`src/common/scm_pkg.sv`:
```
`default_nettype none
package scm_pkg;
	// register byte offsets on the bus
	localparam logic [7:0] SCM_OFS_CLKCFG = 8'h00;
	localparam logic [7:0] SCM_OFS_MODE = 8'h04;
	localparam logic [7:0] SCM_OFS_STAT = 8'h08;
	// reset values
	localparam logic [15:0] SCM_CLKCFG_RST = 16'h0004;
	localparam logic [15:0] SCM_MODE_RST = 16'h0000;
	// channel_clock_config fields
	localparam int SCM_CFG_QUARTER = 0;
	localparam int SCM_CFG_DIV_LO = 1;
	localparam int SCM_CFG_DIV_HI = 11;
	localparam int SCM_CFG_RXPIN = 12;
	localparam int SCM_CFG_TXPIN = 13;
	localparam int SCM_CFG_TIMER = 14;
	// serial_channel_mode fields
	localparam int SCM_MD_PROT_LO = 0;
	localparam int SCM_MD_PROT_HI = 1;
	localparam int SCM_MD_TXEN = 2;
	localparam int SCM_MD_RXEN = 3;
	localparam int SCM_MD_DIAG_LO = 4;
	localparam int SCM_MD_DIAG_HI = 5;
	localparam int SCM_MD_EXTSYNC = 6;
	// status fields
	localparam int SCM_ST_CTSLOST = 0;
	localparam int SCM_ST_CDLOST = 1;
	localparam int SCM_ST_RTS = 2;
	localparam int SCM_ST_CTS = 3;
	localparam int SCM_ST_CD = 4;
	localparam int SCM_ST_TXBUSY = 5;
	// widths and counts
	localparam int SCM_DIV_W = 11;
	localparam logic [1:0] SCM_QUARTER_LAST = 2'h3;
	localparam logic [3:0] SCM_OVERSAMPLE_LAST = 4'hf;
	localparam logic [5:0] SCM_DLY_RTS_ASYNC = 6'h00;
	localparam logic [5:0] SCM_DLY_RTS_SYNC = 6'h01;
	localparam logic [5:0] SCM_DLY_CTS_ASYNC = 6'h30;
	localparam logic [5:0] SCM_DLY_CTS_SYNC = 6'h04;
	localparam logic [2:0] SCM_ABORT_ASYNC = 3'h3;
	localparam logic [2:0] SCM_ABORT_SYNC = 3'h4;
	localparam logic [2:0] SCM_CDLOST_BITS = 3'h4;
	localparam logic [3:0] SCM_FRAME_LAST = 4'h7;
	localparam logic [4:0] SCM_UNIT_NARROW = 5'h08;
	localparam logic [4:0] SCM_UNIT_WIDE = 5'h10;
	typedef enum logic [1:0] {
		SCM_PROT_BITOR = 2'b00,
		SCM_PROT_ASYNC = 2'b01,
		SCM_PROT_SYNCMSG = 2'b10,
		SCM_PROT_TRANSP = 2'b11
	} scm_prot_t;
	typedef enum logic [1:0] {
		SCM_DIAG_NORMAL = 2'b00,
		SCM_DIAG_LOOP = 2'b01,
		SCM_DIAG_ECHO = 2'b10,
		SCM_DIAG_SOFT = 2'b11
	} scm_diag_t;
	typedef enum logic [2:0] {
		SCM_TX_IDLE = 3'b000,
		SCM_TX_RTSW = 3'b001,
		SCM_TX_CTSW = 3'b011,
		SCM_TX_SHIFT = 3'b010,
		SCM_TX_TAIL = 3'b110
	} scm_txst_t;
endpackage
`default_nettype wire

```
`src/logic/scm_sync2.sv`:
```
`timescale 1ns/100ps
`default_nettype none
module scm_sync2 #(
	parameter int W = 1
) (
	// clock and reset
	input wire logic clk_sys,
	input wire logic rst,
	// levels
	input wire logic [W-1:0] async,
	output logic [W-1:0] synced
);
	logic [W-1:0] meta_ff;
	logic [W-1:0] sync_ff;
	always_ff @(posedge clk_sys or posedge rst) begin
		if (rst) begin
			meta_ff <= '1;
			sync_ff <= '1;
		end else begin
			meta_ff <= async;
			sync_ff <= meta_ff;
		end
	end
	assign synced = sync_ff;
endmodule
`default_nettype wire

```
`src/logic/scm_baud_gen.sv`:
```
`timescale 1ns/100ps
`default_nettype none
module scm_baud_gen (
	// clock and reset
	input wire logic clk_sys,
	input wire logic rst,
	// control
	input wire logic srcEn,
	input wire logic quarter,
	input wire logic [scm_pkg::SCM_DIV_W-1:0] divValue,
	// generator outputs
	output logic brgRise,
	output logic brgFall,
	output logic brgClk
);
	import scm_pkg::*;
	logic [1:0] presc_ff, nxt_presc;
	logic [SCM_DIV_W-1:0] cnt_ff, nxt_cnt;
	logic oddPh_ff, nxt_oddPh;
	logic brgClk_ff, nxt_brgClk;
	logic prescEn, tick, fallPulse;
	logic [SCM_DIV_W:0] ratio, fallAt;

	always_comb begin
		prescEn = srcEn && (!quarter || presc_ff == SCM_QUARTER_LAST);
		nxt_presc = presc_ff;
		if (srcEn)
			nxt_presc = quarter ? presc_ff + 2'h1 : 2'h0;
		tick = prescEn && cnt_ff == '0;
		nxt_cnt = cnt_ff;
		// reload reads the live field, so a new value lands at reload
		if (prescEn)
			nxt_cnt = tick ? divValue : cnt_ff - 1'b1;
		// odd ratios alternate the short half between periods
		ratio = {1'b0, divValue} + 1'b1;
		fallAt = (ratio >> 1) + {{SCM_DIV_W{1'b0}}, ratio[0] & oddPh_ff};
		fallPulse = prescEn && {1'b0, cnt_ff} == fallAt;
		nxt_oddPh = tick ? !oddPh_ff : oddPh_ff;
		nxt_brgClk = brgClk_ff;
		if (tick)
			nxt_brgClk = 1'b1;
		else if (fallPulse)
			nxt_brgClk = 1'b0;
		brgRise = tick;
		brgFall = (divValue == '0) ? tick : fallPulse;
	end

	always_ff @(posedge clk_sys or posedge rst) begin
		if (rst) begin
			presc_ff <= 2'h0;
			cnt_ff <= '0;
			oddPh_ff <= 1'b0;
			brgClk_ff <= 1'b0;
		end else begin
			presc_ff <= nxt_presc;
			cnt_ff <= nxt_cnt;
			oddPh_ff <= nxt_oddPh;
			brgClk_ff <= nxt_brgClk;
		end
	end
	assign brgClk = brgClk_ff;
endmodule
`default_nettype wire

```
`src/logic/scm_channel.sv`:
```
// How it works
// - An 11-bit counter reloads from the divider field at zero, hidden from software.
// - Generator divides the prescaled clock by field plus one, 1 to 2048.
// - Odd ratios alternate the short half so duty averages fifty percent.
// - Prescale select picks divide by one or divide by four before the counter.
// - Asynchronous protocol clocks bits at one sixteenth of the generator rate.
// - A pin clock in asynchronous protocol also gives bits at pin over 16.
// - Synchronous protocols use the chosen clock directly as bit clock.
// - Sixteen-bit mode register clears on reset with protocol, enables, diagnostics.
// - Normal diagnostics let clear-to-send and carrier-detect gate transmit and receive.
// - Request-to-send rises on a falling transmit clock after data is queued.
// - Data starts 0/1 clocks after request, 48/4 after clear-to-send.
// - Request-to-send drops one transmit clock after the frame's last bit.
// - Clear-to-send sampled each rising clock; loss flags and aborts 3/4 bits later.
// - First receive bit latches on the edge seeing carrier, unless external sync.
// - Carrier loss flags, stops within four bits, drops residue below 8/16 bits.
// - Loopback feeds transmitter output to receiver and ignores the data pin.
// - Clearing receive enable drops held data and aborts the character.
// - Clearing transmit enable aborts, empties data and idles the line high.
// - Protocol select: bit-oriented, async, sync message, byte-sync/transparent.
// - Echo retransmits received bits, ignores clear-to-send and transmit enable.
//
// Decided for this implementation: the placing of the registers and the APB register port.
`timescale 1ns/100ps
`default_nettype none
module scm_channel (
	// clock and reset
	input wire logic clk_sys,
	input wire logic rst,
	// apb slave
	input wire logic [7:0] paddr,
	input wire logic psel,
	input wire logic penable,
	input wire logic pwrite,
	input wire logic [31:0] pwdata,
	output logic [31:0] prdata,
	output logic pready,
	output logic pslverr,
	// modem pins, active low where marked
	output logic txdOut,
	output logic rtsN,
	input wire logic ctsN,
	input wire logic cdN,
	input wire logic rxdPin,
	input wire logic transmitClockPin,
	input wire logic receiveClockPin,
	input wire logic timerClockInput,
	output logic brgClkOut,
	// transmit stream
	input wire logic [7:0] txData,
	input wire logic txValid,
	output logic txReady,
	// receive stream
	output logic [15:0] rxData,
	output logic rxValid
);
	import scm_pkg::*;

	logic [5:0] pinSync;
	logic ctsNs, cdNs, rxdS, txPinS, rxPinS, timerS;
	logic txPinPrev_ff, rxPinPrev_ff, timerPrev_ff;
	logic brgRise, brgFall, srcEn;
	scm_sync2 #(.W(6)) scm_sync2_i (
		.clk_sys(clk_sys),
		.rst(rst),
		.async({ctsN, cdN, rxdPin, transmitClockPin, receiveClockPin,
			timerClockInput}),
		.synced(pinSync)
	);
	assign {ctsNs, cdNs, rxdS, txPinS, rxPinS, timerS} = pinSync;

	// ---- registers
	logic [15:0] cfg_ff, nxt_cfg, mode_ff, nxt_mode;
	logic [31:0] prdata_ff, nxt_prdata;
	logic ctsLost_ff, nxt_ctsLost, cdLost_ff, nxt_cdLost;
	logic wrEn, hit, setCtsLost, setCdLost, txBusy;
	scm_prot_t prot;
	scm_diag_t diag;
	logic txEn, rxEn, asyncP, extSyncSel;
	logic [15:0] statWord;

	assign prot = scm_prot_t'(mode_ff[SCM_MD_PROT_HI:SCM_MD_PROT_LO]);
	assign diag = scm_diag_t'(mode_ff[SCM_MD_DIAG_HI:SCM_MD_DIAG_LO]);
	assign txEn = mode_ff[SCM_MD_TXEN];
	assign rxEn = mode_ff[SCM_MD_RXEN];
	assign asyncP = prot == SCM_PROT_ASYNC;
	assign extSyncSel = mode_ff[SCM_MD_EXTSYNC]
		&& prot == SCM_PROT_TRANSP;

	always_comb begin
		hit = paddr == SCM_OFS_CLKCFG || paddr == SCM_OFS_MODE
			|| paddr == SCM_OFS_STAT;
		wrEn = psel && penable && pwrite && hit;
		statWord = '0;
		statWord[SCM_ST_CTSLOST] = ctsLost_ff;
		statWord[SCM_ST_CDLOST] = cdLost_ff;
		statWord[SCM_ST_RTS] = !rtsN;
		statWord[SCM_ST_CTS] = !ctsNs;
		statWord[SCM_ST_CD] = !cdNs;
		statWord[SCM_ST_TXBUSY] = txBusy;
		nxt_cfg = cfg_ff;
		nxt_mode = mode_ff;
		if (wrEn && paddr == SCM_OFS_CLKCFG)
			nxt_cfg = pwdata[15:0];
		if (wrEn && paddr == SCM_OFS_MODE)
			nxt_mode = pwdata[15:0];
		// write one to clear; a same-cycle event wins
		nxt_ctsLost = ctsLost_ff;
		nxt_cdLost = cdLost_ff;
		if (wrEn && paddr == SCM_OFS_STAT) begin
			if (pwdata[SCM_ST_CTSLOST])
				nxt_ctsLost = 1'b0;
			if (pwdata[SCM_ST_CDLOST])
				nxt_cdLost = 1'b0;
		end
		if (setCtsLost)
			nxt_ctsLost = 1'b1;
		if (setCdLost)
			nxt_cdLost = 1'b1;
		// read data captured in setup, so access needs no wait
		nxt_prdata = prdata_ff;
		if (psel && !penable) begin
			case (paddr)
				SCM_OFS_CLKCFG: nxt_prdata = {16'h0000, cfg_ff};
				SCM_OFS_MODE: nxt_prdata = {16'h0000, mode_ff};
				SCM_OFS_STAT: nxt_prdata = {16'h0000, statWord};
				default: nxt_prdata = '0;
			endcase
		end
	end

	always_ff @(posedge clk_sys or posedge rst) begin
		if (rst) begin
			cfg_ff <= SCM_CLKCFG_RST;
			mode_ff <= SCM_MODE_RST;
			prdata_ff <= '0;
			ctsLost_ff <= 1'b0;
			cdLost_ff <= 1'b0;
		end else begin
			cfg_ff <= nxt_cfg;
			mode_ff <= nxt_mode;
			prdata_ff <= nxt_prdata;
			ctsLost_ff <= nxt_ctsLost;
			cdLost_ff <= nxt_cdLost;
		end
	end
	assign prdata = prdata_ff;
	assign pready = 1'b1;
	assign pslverr = psel && penable && !hit;

	// ---- clocking
	assign srcEn = cfg_ff[SCM_CFG_TIMER] ? (timerS && !timerPrev_ff) : 1'b1;
	scm_baud_gen scm_baud_gen_i (
		.clk_sys(clk_sys),
		.rst(rst),
		.srcEn(srcEn),
		.quarter(cfg_ff[SCM_CFG_QUARTER]),
		.divValue(cfg_ff[SCM_CFG_DIV_HI:SCM_CFG_DIV_LO]),
		.brgRise(brgRise),
		.brgFall(brgFall),
		.brgClk(brgClkOut)
	);
	logic txRise, txFall, rxRise, txBitEn, rxBitEn;
	logic [3:0] txSub_ff, nxt_txSub, rxSub_ff, nxt_rxSub;
	always_comb begin
		txRise = cfg_ff[SCM_CFG_TXPIN] ? (txPinS && !txPinPrev_ff) : brgRise;
		txFall = cfg_ff[SCM_CFG_TXPIN] ? (!txPinS && txPinPrev_ff) : brgFall;
		rxRise = cfg_ff[SCM_CFG_RXPIN] ? (rxPinS && !rxPinPrev_ff) : brgRise;
		// async oversamples by 16, sync uses the clock as is
		txBitEn = txRise && (!asyncP || txSub_ff == SCM_OVERSAMPLE_LAST);
		rxBitEn = rxRise && (!asyncP || rxSub_ff == SCM_OVERSAMPLE_LAST);
		nxt_txSub = txRise ? txSub_ff + 4'h1 : txSub_ff;
		nxt_rxSub = rxRise ? rxSub_ff + 4'h1 : rxSub_ff;
	end
	always_ff @(posedge clk_sys or posedge rst) begin
		if (rst) begin
			txPinPrev_ff <= 1'b1;
			rxPinPrev_ff <= 1'b1;
			timerPrev_ff <= 1'b1;
			txSub_ff <= 4'h0;
			rxSub_ff <= 4'h0;
		end else begin
			txPinPrev_ff <= txPinS;
			rxPinPrev_ff <= rxPinS;
			timerPrev_ff <= timerS;
			txSub_ff <= nxt_txSub;
			rxSub_ff <= nxt_rxSub;
		end
	end

	// ---- transmitter
	scm_txst_t txSt_ff, nxt_txSt;
	logic [7:0] txShift_ff, nxt_txShift;
	logic [3:0] txBits_ff, nxt_txBits;
	logic [5:0] txDly_ff, nxt_txDly;
	logic [2:0] abortLeft_ff, nxt_abortLeft;
	logic rts_ff, nxt_rts, txd_ff, nxt_txd, ctsSamp_ff, nxt_ctsSamp;
	logic aborting_ff, nxt_aborting, autoCtl;
	always_comb begin
		autoCtl = diag == SCM_DIAG_NORMAL || diag == SCM_DIAG_LOOP;
		nxt_ctsSamp = ctsSamp_ff;
		if (txRise)
			nxt_ctsSamp = !ctsNs || !autoCtl;
		nxt_txSt = txSt_ff;
		nxt_txShift = txShift_ff;
		nxt_txBits = txBits_ff;
		nxt_txDly = txDly_ff;
		nxt_abortLeft = abortLeft_ff;
		nxt_rts = rts_ff;
		nxt_txd = txd_ff;
		nxt_aborting = aborting_ff;
		setCtsLost = 1'b0;
		txReady = 1'b0;
		if (!txEn || diag == SCM_DIAG_ECHO) begin
			// drop everything queued, idle high
			nxt_txSt = SCM_TX_IDLE;
			nxt_txShift = '0;
			nxt_rts = 1'b0;
			nxt_txd = 1'b1;
			nxt_aborting = 1'b0;
		end else begin
			case (txSt_ff)
				SCM_TX_IDLE: begin
					txReady = 1'b1;
					if (txValid) begin
						nxt_txShift = txData;
						nxt_txSt = SCM_TX_RTSW;
					end
				end
				SCM_TX_RTSW: begin
					if (txFall) begin
						nxt_rts = 1'b1;
						nxt_txDly = asyncP ? SCM_DLY_RTS_ASYNC : SCM_DLY_RTS_SYNC;
						nxt_txSt = SCM_TX_CTSW;
					end
				end
				SCM_TX_CTSW: begin
					// counting restarts while clear-to-send is away
					if (!ctsSamp_ff)
						nxt_txDly = asyncP ? SCM_DLY_CTS_ASYNC : SCM_DLY_CTS_SYNC;
					else if (txDly_ff == '0) begin
						nxt_txSt = SCM_TX_SHIFT;
						nxt_txd = txShift_ff[0];
						// a loss flagged on the last bit must not abort the next frame
						nxt_aborting = 1'b0;
						nxt_txBits = 4'h0;
					end else if (txRise)
						nxt_txDly = txDly_ff - 6'h01;
				end
				SCM_TX_SHIFT: begin
					if (txRise && !nxt_ctsSamp && !aborting_ff) begin
						setCtsLost = 1'b1;
						nxt_aborting = 1'b1;
						nxt_abortLeft = asyncP ? SCM_ABORT_ASYNC : SCM_ABORT_SYNC;
					end
					if (txBitEn) begin
						nxt_txShift = {1'b0, txShift_ff[7:1]};
						nxt_txd = txShift_ff[1];
						nxt_txBits = txBits_ff + 4'h1;
						if (aborting_ff) begin
							nxt_abortLeft = abortLeft_ff - 3'h1;
							if (abortLeft_ff == 3'h1) begin
								nxt_txSt = SCM_TX_IDLE;
								nxt_rts = 1'b0;
								nxt_txd = 1'b1;
								nxt_aborting = 1'b0;
							end
						end else if (txBits_ff == SCM_FRAME_LAST) begin
							nxt_txSt = SCM_TX_TAIL;
							nxt_txd = 1'b1;
						end
					end
				end
				SCM_TX_TAIL: begin
					if (txRise) begin
						nxt_rts = 1'b0;
						nxt_txSt = SCM_TX_IDLE;
					end
				end
				default: nxt_txSt = SCM_TX_IDLE;
			endcase
		end
	end
	always_ff @(posedge clk_sys or posedge rst) begin
		if (rst) begin
			txSt_ff <= SCM_TX_IDLE;
			txShift_ff <= '0;
			txBits_ff <= '0;
			txDly_ff <= '0;
			abortLeft_ff <= '0;
			rts_ff <= 1'b0;
			txd_ff <= 1'b1;
			ctsSamp_ff <= 1'b0;
			aborting_ff <= 1'b0;
		end else begin
			txSt_ff <= nxt_txSt;
			txShift_ff <= nxt_txShift;
			txBits_ff <= nxt_txBits;
			txDly_ff <= nxt_txDly;
			abortLeft_ff <= nxt_abortLeft;
			rts_ff <= nxt_rts;
			txd_ff <= nxt_txd;
			ctsSamp_ff <= nxt_ctsSamp;
			aborting_ff <= nxt_aborting;
		end
	end
	assign txBusy = txSt_ff != SCM_TX_IDLE;
	assign rtsN = !rts_ff;
	assign txdOut = (diag == SCM_DIAG_ECHO) ? rxdS : txd_ff;

	// ---- receiver
	logic [15:0] rxShift_ff, nxt_rxShift, rxData_ff, nxt_rxData;
	logic [4:0] rxCnt_ff, nxt_rxCnt, unit;
	logic [2:0] lostLeft_ff, nxt_lostLeft;
	logic rxAct_ff, nxt_rxAct, losing_ff, nxt_losing, rxArm_ff, nxt_rxArm;
	logic rxValid_ff, nxt_rxValid, rxIn, cdOk;
	always_comb begin
		rxIn = (diag == SCM_DIAG_LOOP) ? txd_ff : rxdS;
		cdOk = !cdNs || diag == SCM_DIAG_SOFT;
		unit = (prot == SCM_PROT_BITOR || prot == SCM_PROT_TRANSP)
			? SCM_UNIT_WIDE : SCM_UNIT_NARROW;
		nxt_rxShift = rxShift_ff;
		nxt_rxData = rxData_ff;
		nxt_rxCnt = rxCnt_ff;
		nxt_lostLeft = lostLeft_ff;
		nxt_rxAct = rxAct_ff;
		nxt_losing = losing_ff;
		nxt_rxArm = rxArm_ff;
		nxt_rxValid = 1'b0;
		setCdLost = 1'b0;
		if (!rxEn) begin
			nxt_rxShift = '0;
			nxt_rxCnt = '0;
			nxt_rxAct = 1'b0;
			nxt_losing = 1'b0;
			nxt_rxArm = 1'b0;
		end else if (rxBitEn) begin
			nxt_rxArm = cdOk;
			if (!rxAct_ff) begin
				if (cdOk && (!extSyncSel || rxArm_ff)) begin
					nxt_rxAct = 1'b1;
					nxt_rxShift = {rxIn, 15'h0000};
					nxt_rxCnt = 5'h01;
				end
			end else begin
				nxt_rxShift = {rxIn, rxShift_ff[15:1]};
				nxt_rxCnt = rxCnt_ff + 5'h01;
				if (rxCnt_ff + 5'h01 == unit) begin
					nxt_rxCnt = '0;
					nxt_rxValid = 1'b1;
					nxt_rxData = (unit == SCM_UNIT_WIDE) ? nxt_rxShift
						: {8'h00, nxt_rxShift[15:8]};
				end
				if (losing_ff) begin
					nxt_lostLeft = lostLeft_ff - 3'h1;
					if (lostLeft_ff == 3'h1) begin
						// partial unit thrown away
						nxt_rxAct = 1'b0;
						nxt_losing = 1'b0;
						nxt_rxCnt = '0;
					end
				end else if (!cdOk) begin
					setCdLost = 1'b1;
					nxt_losing = 1'b1;
					nxt_lostLeft = SCM_CDLOST_BITS - 3'h1;
				end
			end
		end
	end
	always_ff @(posedge clk_sys or posedge rst) begin
		if (rst) begin
			rxShift_ff <= '0;
			rxData_ff <= '0;
			rxCnt_ff <= '0;
			lostLeft_ff <= '0;
			rxAct_ff <= 1'b0;
			losing_ff <= 1'b0;
			rxArm_ff <= 1'b0;
			rxValid_ff <= 1'b0;
		end else begin
			rxShift_ff <= nxt_rxShift;
			rxData_ff <= nxt_rxData;
			rxCnt_ff <= nxt_rxCnt;
			lostLeft_ff <= nxt_lostLeft;
			rxAct_ff <= nxt_rxAct;
			losing_ff <= nxt_losing;
			rxArm_ff <= nxt_rxArm;
			rxValid_ff <= nxt_rxValid;
		end
	end
	assign rxData = rxData_ff;
	assign rxValid = rxValid_ff;
endmodule
`default_nettype wire

```
`config.mk`:
```
export PLATFORM = sky130hd
export DESIGN_NAME = scm_channel
export DESIGN_NICKNAME = d
export VERILOG_FILES = /design/src/common/scm_pkg.sv /design/src/logic/scm_sync2.sv /design/src/logic/scm_baud_gen.sv /design/src/logic/scm_channel.sv
export SDC_FILE = /design/constraint.sdc
export NUM_CORES = 1
export LEC_CHECK = 0
export BUFFER_PORTS_ARGS = -buffer_cell sky130_fd_sc_hd__buf_2
export CAP_MARGIN = 20
export CORE_MARGIN = 2
export CORE_UTILIZATION = 55
export DETAILED_ROUTE_END_ITERATION = 12
export GPL_TIMING_DRIVEN = 0
export PLACE_DENSITY = 0.88
export SETUP_SLACK_MARGIN = 0.2
export SYNTH_ARGS = -nofsm -noshare
export SYNTH_HDL_FRONTEND = slang
export SYNTH_SLANG_ARGS = --single-unit
export TNS_END_PERCENT = 1
```
`constraint.sdc`:
```
create_clock -name clk_sys -period 5.86 [get_ports clk_sys]
set_clock_uncertainty 0.2 [all_clocks]
set_input_delay 0.293 -clock clk_sys [delete_from_list [all_inputs] [get_ports clk_sys]]
set_output_delay 0.293 -clock clk_sys [all_outputs]
set_load 0.05 [all_outputs]
```
* Word-level counts from Yosys, hierarchy flattened
Index checks and enable logic that the tools add are counted.
** Word-level totals
- Register bits :: 176
- Input port bits :: 60
- Output and inout bits :: 55
- Word-level logic and storage cells :: 280
** Operators by class
- Add/subtract/negate cells :: 11
- Eq/ne operators :: 40
- Mux-type cells :: 113
- Bitwise operators :: 2
- Reductions and logical operators :: 81
** Operator list (number)
- 16-bit 2-to-1 mux :: 5
- 1-bit 2-to-1 mux :: 63
- 3-bit 2-to-1 mux :: 16
- 16-bit case mux with 3 select lines :: 1
- 5-bit 2-to-1 mux :: 8
- 6-bit 2-to-1 mux :: 5
- 3-bit inequality test (second input constant) :: 10
- 8-bit 2-to-1 mux :: 3
- 11-bit logical NOT :: 2
- 1-bit logical AND :: 21
- 1-bit logical NOT :: 17
- 8-bit case mux with 2 select lines :: 1
- 3-bit case mux with 5 select lines :: 1
- 2-bit nonzero test :: 7
- 11-bit by 1-bit adder with 12-bit output :: 1
- 11-bit by 1-bit adder with 12-bit output (second input constant) :: 1
- 4-bit by 1-bit adder with 4-bit output (second input constant) :: 3
- 11-bit by 12-bit equality test with 1-bit output :: 1
- 4-bit 2-to-1 mux :: 3
- 6-bit case mux with 2 select lines :: 1
- 4-bit AND reduction :: 3
- 1-bit logical OR :: 11
- 11-bit 2-to-1 mux :: 1
- 11-bit by 1-bit subtractor with 11-bit output (second input constant) :: 1
- other kinds (36) :: 61

* Depth between registers and ports, before layout
Gate-level depths: netlist of the first run.
- Word-level depth :: 16
- Depth in mapped cells :: 16
- Mapped depth without buffers :: 14

* Hierarchy
From an unflattened synthesis of the first run, not the netlist that was laid out.
** Unflattened totals
- Cells, all modules :: 835
- Area total of the unflattened synthesis :: 8498.2 um2
** Modules (own cells, without submodules)
- scm_channel :: times used 1, cells an instance 599, area an instance 6351.1 um2, seq. area each 3309.4 um2
- scm_baud_gen :: times used 1, cells an instance 223, area an instance 1828.0 um2, seq. area each 375.4 um2
- scm_sync2 :: times used 1, cells an instance 13, area an instance 319.1 um2, seq. area each 315.3 um2

* Worst setup path before layout of the first run
Ideal clock, no wire load.
- Path kind :: flip-flop to flip-flop
- From :: register cfg_ff[2]
- To :: register txDly_ff[3]
- Library setup time :: 65 ps
- Data arrival time :: 3152 ps
- Data required time :: 5595 ps
- Path slack :: 2443 ps
- Stages on the path, launching flop included :: 14
- Buffers on the path :: 1
- Period minus slack after synthesis :: 3417 ps
- Cells stage by stage :: dfstp_2 -> buf_6 -> inv_1 -> ha_1 -> ha_1 -> ha_1 -> o211ai_1 -> xor2_1 -> or4_1 -> a31oi_1 -> a21o_1 -> o2111ai_1 -> or4_1 -> nand2_1
** Between the ends
- Cells in the longest elaborated chain, start to end :: 8
- Elaborated cells on any way between the ends :: 9
- Those cells by class :: add/sub: 2; eq/ne: 2; mux: 2; reduce/logical: 3
** Ends and longest elaborated chain
- start, declared :: RTL line scm_channel.sv:73 : logic [15:0] cfg_ff, nxt_cfg, mode_ff, nxt_mode;
- start signal, assigned :: RTL line scm_channel.sv:140 : cfg_ff <= nxt_cfg;
- 11-bit by 1-bit adder with 12-bit output :: RTL line scm_baud_gen.sv:35 : ratio = {1'b0, divValue} + 1'b1;
- 11-bit by 1-bit adder with 12-bit output :: RTL line scm_baud_gen.sv:36 : fallAt = (ratio >> 1) + {{SCM_DIV_W{1'b0}}, ratio[0] & oddPh_ff};
- 11-bit by 12-bit equality test with 1-bit output :: RTL line scm_baud_gen.sv:37 : fallPulse = prescEn && {1'b0, cnt_ff} == fallAt;
- 1-bit logical AND :: RTL line scm_baud_gen.sv:37
- 1-bit 2-to-1 mux * :: RTL line scm_baud_gen.sv:45 : brgFall = (divValue == '0) ? tick : fallPulse;
- 1-bit 2-to-1 mux * :: RTL line scm_channel.sv:167 : txFall = cfg_ff[SCM_CFG_TXPIN] ? (!txPinS && txPinPrev_ff) : brgFall;
- 2-bit inequality test (no line) *
- 5-bit AND reduction (no line) *
- end signal, assigned :: RTL line scm_channel.sv:299 : txDly_ff <= nxt_txDly;
- end, declared :: RTL line scm_channel.sv:195 : logic [5:0] txDly_ff, nxt_txDly;
Every way passes the cells marked *; elsewhere a longest branch is shown, timed or not.
A chain may end at the register's enable or synchronous reset.

* Worst setup path in the final report of the first run
Ends and elaborated chain as after synthesis.

==> run_results.csv, run 1 <==
group,metric,value,unit
power,power.total,2.57,mW
floorplan,coreArea,15100,µm²
floorplan,io_pins,115,
yosys,yosysTopAreaCell,"dfrtp_1",
floorplan,initial_core_util,56.0,%
detailed_routing,vias,7037,
timing,max_freq,257,MHz
yosys,synth.area.top_cells,"dfrtp_1, dfstp_2, nand2_1",
clock_network,cts.sinks,159,
detailed_routing,ant_nets,0,
grt,grt_pass1_vias,6971,
clock_network,cts_buffers,17,
clock_network,htree_num_levels,4,
yosys,synthArstFlopShare,100,%
grt,grt_usage,26.8,%
run,maxCapViolations,0,
yosys,synth_edf_count,0,
cells_and_area,final_common_cell,"dfrtp_1",
worst_setup_path,worstPathArrival,4.07,ns
clock_network,path_clk_slew,0.06,ns
yosys,netlist_instances,862,
worst_setup_path,path_max_fanout,10,
yosys,synth_top_area_share,41.9,%
cells_and_area,num-fill-cells,1131,
clock_network,clock_path_buffers,2,
cells_and_area,final_cell_mix,"dfrtp_1, nand2_1, buf_2, nor2_1, a21oi_1",
cells_and_area,area_growth,18.5,%
grt,grt_max_degree,101,
place,placed_cells,1146,
status,outcome,"complete, no violations",
timing,drv_slew,0,
worst_hold_path,hold_path_class,"input port to flop",
floorplan,dieArea,16400,µm²
timing,period_needed,3.89,ns
timing,hold_slack,0.0674,ns
detailed_routing,detail_route.wl_per_cell,17.2,µm
power,irDropWorstVdd,0.192,mV
cells_and_area,antenna_cells,0,
timing,setup_tns,0,ns
yosys,postSynthRegisterBits,159,
yosys,yosys_most_used_dff,"dfrtp_1",
power,power.density_cell_area,256,nW/µm²
cells_and_area,final_nets,1080,
cells_and_area,drive_gt1_share,21.4,%
floorplan,die_y,128,µm
cells_and_area,fin_util,66.4,%
yosys,avgSynthCellArea,9.85,µm²
detailed_routing,first_pass_iters,5,
timing,hold_violations,0,
detailed_routing,drtIter0Drc,646,
timing,maxSlewHeadroom,45.4,%
timing,period_share,66.4,%
detailed_routing,viasPerCell,5.85,
worst_setup_path,criticalPathCategory,"flop to flop",
worst_setup_path,cp.required,6.04,ns
worst_hold_path,min_from,"paddr[3]",
timing,rsz0062_at_grt,"false",
grt,gr-total-overflow,0,
worst_setup_path,reg2reg_from,"cfg_ff[2]",
cells_and_area,finalNonFillerCells,1202,
floorplan,placementRows,45,
power,p_leak,4.75,nW
clock_network,root_buffer,"clkbuf_16",
yosys,yosysUniqueCellTypes,78,
worst_setup_path,end_kind,"flop",
clock_network,cts_tree,"yes",
floorplan,die_width,128,µm
place,place_hpwl,14.1,mm
place,portBuffers,80,
worst_hold_path,min_to,"prdata[5]",
worst_setup_path,cp-startpoint,"cfg_ff[2]",
detailed_routing,drc,0,
clock_network,cts-resized-gates,0,
worst_setup_path,reg2reg_setup_slack,1.97,ns
grt,antenna_found_initial,0,
timing,setup_viol,0,
yosys,netlist_area,8490,µm²
worst_setup_path,start_kind,"flop",
clock_network,clock_latency,0.44,ns
yosys,yosysWarnings,0,
detailed_routing,wirelength,20.7,mm
yosys,ys_seq_area_share,47.1,%
worst_setup_path,ff2ff_path_depth,13,
timing,worst_slew_pin_slew,0.814,ns
grt,grt_pass1_wl,34.6,mm
worst_hold_path,hold_path_depth,3,
worst_setup_path,r2r-end,"txDly_ff[3]",
place,gp_congestion,0.967,
[worst max-delay path, cell delays in order, from the launching register on]
cell       delay (ns)
dfstp_2          0.54
buf_6            0.15
inv_1            0.07
ha_1             0.28
ha_1             0.19
ha_1             0.30
o211ai_1         0.23
xor2_1           0.20
or4_1            0.44
a31oi_1          0.20
a21o_1           0.21
o2111ai_1        0.19
or4_1            0.55
nand2_1          0.07
[cells in the mapped netlist (5+ instances only)]
cell        n
a21oi_1    42
a22o_1     16
a31oi_1     6
and2_1      6
and3_1      5
buf_2      10
buf_4      23
clkbuf_1   27
dfrtp_1   142
dfstp_2    17
ha_1       19
inv_1      38
mux2_1      8
mux2_2     32
mux2i_1    28
nand2_1   104
nand2b_1   12
nand3_1    30
nand3b_1    5
nand4_1     8
nor2_1     52
nor2b_1     7
nor3_1     20
nor4_1      6
o21ai_0    39
o21ai_1    16
o22a_1      5
o22ai_1    10
o31ai_1    14
or3_1       6
xnor2_1    21
xor2_1     12
[power breakdown]
group / switching, mW / total, mW / leakage, nW / internal [mW]
Clock: 0.473 / 1.13 / 0.293 / 0.660
Combinational: 0.151 / 0.256 / 2.36 / 0.105
Sequential: 0.0421 / 1.19 / 2.10 / 1.14
[sequential cells by signal (all words and copies together) (netlist names), 4 cells and up]
signal	count
rxData	16
rxShift_ff	15
rxSub_ff	4
scm_baud_gen_i.cnt_ff	11
prdata	16
scm_sync2_i.meta_ff	6
scm_sync2_i.synced	6
txShift_ff	8
txBits_ff	4
rxCnt_ff	5
txDly_ff	6
mode_ff	16
cfg_ff	16
txSub_ff	4
[routing by layer]
| metal | track usage (%) | share of wire [%] | wire [µm] | vias up |
|---|---|---|---|---|
| met3 | 5.97 | 5.8 | 1210 | 47 |
| li1 | - | - | - | 3284 |
| met1 | 34.3 | 42 | 8660 | 3448 |
| met4 | 10.3 | 2.2 | 459 | 0 |
| met5 | 0 | 0 | 0 | - |
| met2 | 44.6 | 50 | 10400 | 258 |
[layout make-up]
type	count	area (µm²)	share of cell area, %
buffer	65	350	3.48
clock buffer	20	457	4.54
clock inverter	12	146	1.46
inverter	38	148	1.47
multi-input combinational	615	4050	40.3
sequential	159	4000	39.8
tap	188	235	2.34
timing repair buffer	105	668	6.65
[repair_timing]
item                                   4_1_cts  5_1_grt
endpoints found under the hold margin       95        0
setup buffers                                0        0
hold buffers                                24        0
[worst max-delay path by stage]
| stage | end | slack, ns | depth (start not counted) |
|---|---|---|---|
| finish | txDly_ff[3] | 1.97 | 13 |
| global route | txSt_ff[1] | 1.74 | 12 |
| CTS | txDly_ff[3] | 1.98 | 13 |
| detailed placement | txDly_ff[3] | 2.01 | 13 |
| global placement | scm_baud_gen_i.cnt_ff[6] | -0.57 | 2 |
| floorplan | abortLeft_ff[0] | 1.10 | 1 |
[per-stage QoR]
step	cell area, µm²	setup slack (ns)
floorplan	8540	1.10
global placement	9180	-0.570
detailed placement	9210	2.01
CTS	10100	1.98
global route	10100	1.74
finish	10100	1.97
[cells by family after synthesis]
family	after synthesis	share of synthesized area (%)
and+or+nand+nor	290	17.2
AOI/OAI and AO/OA	186	14.5
DFF	159	47.1
buffers and inverters	103	5.81
muxes	68	8.61
xor gates and xnor gates	35	3.86
adders and majority gates	19	2.80
other	2	0.0885
Note: power is estimated with default switching activity, not from simulation.
==> run 2, diff against run 1 <==
- ABC_AREA: not set -> 1
- clock period: 5.86 -> 3.9 ns (I/O delays scaled with it)
==> run 2 against run 1 <==
Net effect: largest power group unchanged; utilization increased by 1.1 points; largest cell class is now flip-flops and latches; critical path type unchanged; sequential cell count unchanged; sequential power increased by 60%; register-to-register slack got worse by 1.4 ns.
==> run_results.csv, run 2 <==
group,metric,value,unit
detailed_routing,ant_nets,0,
worst_setup_path,criticalPathCategory,"flop to flop",
floorplan,coreArea,15100,µm²
detailed_routing,drtIter0Drc,827,
worst_hold_path,hold_path_class,"input port to flop",
cells_and_area,area_growth,20.8,%
place,gp_congestion,0.949,
yosys,avgSynthCellArea,7.96,µm²
yosys,yosysWarnings,0,
power,power.share.combinational,15.9,%
cells_and_area,antenna_cells,0,
clock_network,ctsHoldBuffers,32,
run,maxCapViolations,0,
clock_network,clock_latency,0.44,ns
place,portBuffers,81,
detailed_routing,wirelength,22.4,mm
yosys,yosysUniqueCellTypes,50,
yosys,postSynthRegisterBits,159,
floorplan,die_width,128,µm
clock_network,root_buffer,"clkbuf_16",
power,sw_frac_of_total,28.2,%
timing,setup_viol,0,
detailed_routing,vias,7958,
worst_setup_path,start_kind,"flop",
detailed_routing,detail_route.wl_per_cell,15.9,µm
clock_network,clock_path_buffers,2,
yosys,synthArstFlopShare,100,%
clock_network,path_clk_slew,0.06,ns
power,irDropWorstVdd,0.334,mV
yosys,ys_seq_area_share,47.4,%
detailed_routing,drc,0,
detailed_routing,met3WireLength,1.58,mm
yosys,netlist_instances,1059,
yosys,yosysMostFrequentCell,"nand2_1",
floorplan,die_y,128,µm
clock_network,cts-resized-gates,0,
grt,grt_max_degree,44,
cells_and_area,final_cell_mix,"nand2_1, inv_1, dfrtp_1, o21ai_0, buf_2",
grt,gr-total-overflow,0,
power,switchingPower,1.25,mW
timing,maxSlewHeadroom,43.0,%
worst_setup_path,end_kind,"flop",
clock_network,cts_tree,"yes",
timing,hold_violations,0,
grt,grt_pass1_wl,36.8,mm
timing,max_freq,304,MHz
status,outcome,"complete, no violations",
timing,drv_slew,0,
place,dpl_cell_area,9210,µm²
timing,setup_tns,0,ns
floorplan,io_pins,115,
yosys,synth_edf_count,0,
cells_and_area,design_area,10200,µm²
clock_network,htree_num_levels,4,
detailed_routing,wl_met2,11.1,mm
grt,grt_pass1_vias,7592,
floorplan,initial_core_util,55.9,%
place,place_hpwl,15.3,mm
detailed_routing,m1WireLength,8.99,mm
clock_network,post_cts_buffers,0,
detailed_routing,topRoutingLayerUsed,"met4",
yosys,netlist_area,8430,µm²
power,p_int,3.18,mW
grt,antenna_found_initial,0,
timing,period_needed,3.29,ns
worst_setup_path,path_max_fanout,10,
cells_and_area,drive_gt1_share,16.4,%
floorplan,placementRows,45,
floorplan,dieArea,16300,µm²
grt,grt_usage,28.4,%
clock_network,cts.sinks,159,
power,p_clk_share,41.2,%
clock_network,cts_buffers,17,
yosys,synth.area.top_cells,"dfrtp_1, nand2_1, o21ai_0",
worst_setup_path,cp.required,4.06,ns
power,power.density_cell_area,435,nW/µm²
timing,rsz0062_at_grt,"false",
yosys,yosysTopAreaCell,"dfrtp_1",
worst_setup_path,worstPathArrival,3.46,ns
power,p_seq_share,42.9,%
yosys,synthTopCellsByCount,"nand2_1, inv_1, dfrtp_1",
power,p_leak,5.00,nW
cells_and_area,final_nets,1290,
detailed_routing,viasPerCell,5.64,
detailed_routing,first_pass_iters,5,
yosys,yosys_most_used_dff,"dfrtp_1",
cells_and_area,final_common_cell,"nand2_1",
timing,worst_slew_pin_slew,0.848,ns
timing,period_share,84.4,%
yosys,synth_top_area_share,42.1,%
[run 2: cell count changes in the layout (fill, tap and decap cells not counted), moves of 15 or more]
cell / delta
mux2i_1: -28
o21ai_0: +80
mux2_2: -32
inv_1: +106
nand2_1: +175
a21oi_1: -24
nor2_1: +19
nand3_1: +27
o21ai_1: -15
[run 2: path summary, 6_finish.rpt]
| path | start | endpoint | slack (ns) | cells past startpoint |
|---|---|---|---|---|
| worst min-delay path | psel | prdata[4] | 0.02 | 5 |
| max in group asynchronous | rst | scm_sync2_i.synced[2] | 2.40 | 5 |
| worst max-delay path | scm_baud_gen_i.cnt_ff[0] | rxData[15] | 0.61 | 13 |
| min in group asynchronous | rst | rxData[9] | 0.20 | 3 |
| worst min register to register | scm_sync2_i.meta_ff[5] | scm_sync2_i.synced[5] | 0.16 | 0 |
| worst max register to register | scm_baud_gen_i.cnt_ff[0] | rxData[15] | 0.61 | 13 |
[run 2: layer usage]
layer  vias to the layer above  GRT usage [%]
met3                        75           5.47
met4                         0           11.6
li1                       3708              -
met5                         -              0
met1                      3759           35.9
met2                       416           48.4
[run 2: cells by family (layout without fill, tap and decap cells)]
family          count (synthesis)  count (layout)  share of synthesized area, %
other cells                     2              17                        0.0891
flops                         159             159                          47.4
xor+xnor                       20              20                          2.08
compound gates                207             207                          14.5
simple gates                  459             459                          23.1
fa+ha+maj                      19              19                          2.82
buf+inv                       193             343                          9.94
[run 2: cell type report]
| cell class | instances | area, µm² |
|---|---|---|
| plain buffers | 44 | 279 |
| clock buffers | 22 | 474 |
| clock inverters | 10 | 174 |
| fillers | 1156 | 4900 |
| inverters | 149 | 563 |
| multi-input cells | 722 | 3650 |
| flip-flops and latches | 159 | 4000 |
| well taps | 188 | 235 |
| repair buffers | 118 | 811 |
[run 2: critical path, stage by stage, from the launching register on]
cell and delay, ns:
dfrtp_1 0.43, inv_1 0.17, ha_1 0.21, inv_1 0.10, nor3_4 0.24, nand2_2 0.09, nor3_2 0.38, a21oi_2 0.20
a21oi_2 0.24, nand2_2 0.18, nor2_4 0.28, buf_4 0.24, nand3_1 0.13, nand2_1 0.13
[run 2: through the flow]
stage	worst slack, ns	utilization, %	power (mW)	hold slack [ns]	std cells
final	0.609	67.5	4.43	0.0209	1412
after global routing	0.354	67.5	4.63	0.0795	1412
after CTS	0.610	67.5	4.43	0.00122	1411
after detailed placement	0.623	61.1	2.60	0.102	1347
after global placement	0.603	60.5	2.56	0.100	1343
after floorplan	1.03	-	2.42	-0.000522	1074
[run 2: power by group through the flow]
stage               Combinational, mW  Clock, mW  Sequential [mW]
floorplan                       0.515          0             1.91
global placement                0.635          0             1.92
detailed placement              0.671          0             1.93
CTS                             0.701       1.83             1.90
global route                    0.807       1.91             1.91
finish                          0.706       1.82             1.90
==> run 3, diff against run 2 <==
- CORE_UTILIZATION: 55 -> 52
- PLACE_DENSITY: 0.88 -> 0.87
- clock period: 3.9 -> 2.7 ns (I/O delays scaled with it)
==> run 3 against run 2 <==
Net effect: the flow now finishes with violations (negative setup slack); critical path type unchanged; sequential share of layout area decreased by 0.87 points; sequential power is 45% higher; wire length rose by 3.9%; critical endpoint is now txDly_ff[3]; largest cell class unchanged; final area increased by 2.3%; power increased by 42%; clock power grew 34%; highest routed layer unchanged.
==> run_results.csv, run 3 (synthesis results as in run 2) <==
group,metric,value,unit
status,outcome,"complete, but fails checks",
status,violations,"negative setup slack",
worst_setup_path,cp_slowest_cell,"dfstp_2",
timing,maxSlewHeadroom,50.9,%
cells_and_area,antenna_cells,0,
floorplan,io_pins,115,
worst_setup_path,reg2reg_from,"cfg_ff[2]",
place,place_hpwl,15.2,mm
detailed_routing,viasPerCell,5.59,
worst_setup_path,reg2reg_setup_slack,-0.44,ns
timing,hold_violations,0,
cells_and_area,area_growth,23.5,%
cells_and_area,final_nets,1302,
grt,gr-total-overflow,0,
detailed_routing,ant_nets,0,
power,irDropWorstVdd,0.480,mV
clock_network,htree_num_levels,4,
timing,max_freq,319,MHz
worst_setup_path,r2r-end,"txDly_ff[3]",
floorplan,placementRows,46,
clock_network,cts_buffers,17,
clock_network,cts.sinks,159,
grt,grt_pass1_vias,8075,
grt,grt_pass1_wl,38.1,mm
floorplan,initial_core_util,53.1,%
timing,rsz0062_at_grt,"true",
cells_and_area,final_cell_mix,"nand2_1, dfrtp_1, inv_1, o21ai_0, buf_2",
timing,setup_viol,66,
clock_network,clock_path_buffers,2,
floorplan,die_width,131,µm
timing,period_needed,3.14,ns
cells_and_area,fin_util,65.6,%
timing,drv_slew,0,
grt,grt_usage,27.3,%
detailed_routing,detail_route.wl_per_cell,16.1,µm
cells_and_area,drive_gt1_share,19.0,%
timing,worst_slew_pin_slew,0.729,ns
worst_setup_path,cp_slowest_stage_delay,0.58,ns
timing,worst_slack,-0.439,ns
timing,hold_slack,0.00426,ns
run,maxCapViolations,0,
clock_network,root_buffer,"clkbuf_16",
grt,grt_max_degree,42,
worst_hold_path,hold_path_class,"input port to flop",
clock_network,clock_latency,0.43,ns
detailed_routing,drc,0,
power,power.density_cell_area,603,nW/µm²
clock_network,cts_tree,"yes",
worst_setup_path,path_max_fanout,10,
worst_hold_path,min_to,"prdata[4]",
cells_and_area,final_common_cell,"nand2_1",
worst_hold_path,min_from,"paddr[2]",
grt,antenna_found_initial,0,
place,portBuffers,81,
worst_setup_path,cp_cell_sequence,"inv_2 > ha_4 > ha_4 > ha_4 > xor2_2 > nor2_1 > nand2_1 > a21oi_2 > nand2_1 > nor2_1 > nand2_1 > nor2_1 > nand3_2 > nand2_2 > nand2_2 > nand2_2 > nand2_2 > buf_6 > nand2_1 > o21ai_2",
worst_setup_path,start_kind,"flop",
place,gp_congestion,0.919,
worst_setup_path,criticalPathCategory,"flop to flop",
worst_setup_path,worstPathArrival,3.25,ns
power,p_leak,5.06,nW
detailed_routing,vias,8120,
detailed_routing,first_pass_iters,6,
detailed_routing,drtIter0Drc,770,
worst_setup_path,cp.required,2.81,ns
worst_setup_path,end_kind,"flop",
clock_network,path_clk_slew,0.06,ns
timing,period_share,116,%
detailed_routing,wirelength,23.3,mm
floorplan,die_y,131,µm
cells_and_area,num-fill-cells,1189,
worst_hold_path,hold_path_depth,4,
floorplan,dieArea,17300,µm²
floorplan,coreArea,15900,µm²
worst_setup_path,ff2ff_path_depth,20,
## run 3: cell count changes in the layout (fill, tap and decap cells not counted), sizes merged
cell / previous run / this run
clkinv: 4 / 3
clkbuf: 40 / 39
buf: 112 / 122
dlygate4sd3: 32 / 35
clkinvlp: 2 / 4
inv: 149 / 150
bufinv: 4 / 2
## run 3: timing repair
action	in CTS	in global routing
setup endpoints to repair	83	99
buffers inserted	8	1
pin swaps	4	5
hold endpoints to repair	123	0
gates resized for setup	27	10
hold buffers	35	0
## run 3: worst max-delay path by stage
stage               from     endpoint  slack, ns  cells past startpoint
2_1_floorplan  cfg_ff[2]  txDly_ff[2]      -0.17                     20
6_report       cfg_ff[2]  txDly_ff[3]      -0.44                     20
4_1_cts        cfg_ff[2]   txSt_ff[0]      -0.31                     21
3_5_place_dp   cfg_ff[2]   txSt_ff[0]      -0.61                     21
5_1_grt        cfg_ff[2]   txSt_ff[0]      -0.60                     21
3_3_place_gp   cfg_ff[2]   txSt_ff[1]      -0.59                     21
## run 3: layout make-up
class | count | area (µm²) | share of cell area [%]
Buffer | 44 | 288 | 2.76
Multi-Input combinational cell | 722 | 3790 | 36.4
Timing Repair Buffer | 130 | 908 | 8.72
Sequential cell | 159 | 4000 | 38.4
Clock inverter | 10 | 129 | 1.24
Inverter | 149 | 568 | 5.45
Tap cell | 216 | 270 | 2.59
Clock buffer | 22 | 464 | 4.46
## run 3: through the flow
stage	setup WS, ns	std cells	power (mW)	cell area, µm²	setup TNS (ns)
after floorplan	-0.167	1074	3.50	8490	-1.40
after global placement	-0.587	1371	3.69	9170	-98.49
after detailed placement	-0.614	1376	3.75	9250	-20.28
after CTS	-0.308	1451	6.24	10400	-11.23
after global routing	-0.597	1452	6.55	10400	-28.23
final	-0.439	1452	6.29	10400	-16.96
## run 3: layer usage
layer  global-route usage [%]  share of wire (%)  wire length (µm)  vias to the layer above
met3                     6.37                8.4              1950                      106
met5                        0                  0                 0                        -
met1                     32.6                 38              8890                     3816
li1                         -                  -                 -                     3727
met4                     14.1                4.5              1050                        0
met2                     46.3                 49             11400                      471
## run 3: worst max-delay path: cells and delay by family (launching register included)
| family | cells | cell delay, ns |
|---|---|---|
| simple gates | 12 | 1.10 |
| fa+ha+maj | 3 | 0.63 |
| flops | 1 | 0.58 |
| buf+inv | 2 | 0.21 |
| xor+xnor | 1 | 0.16 |
| compound gates | 2 | 0.16 |
## run 3: power breakdown
part	internal (mW)	switching [mW]	total [mW]
combinational	0.415	0.677	1.09
clock	1.43	1.01	2.44
sequential	2.57	0.190	2.76
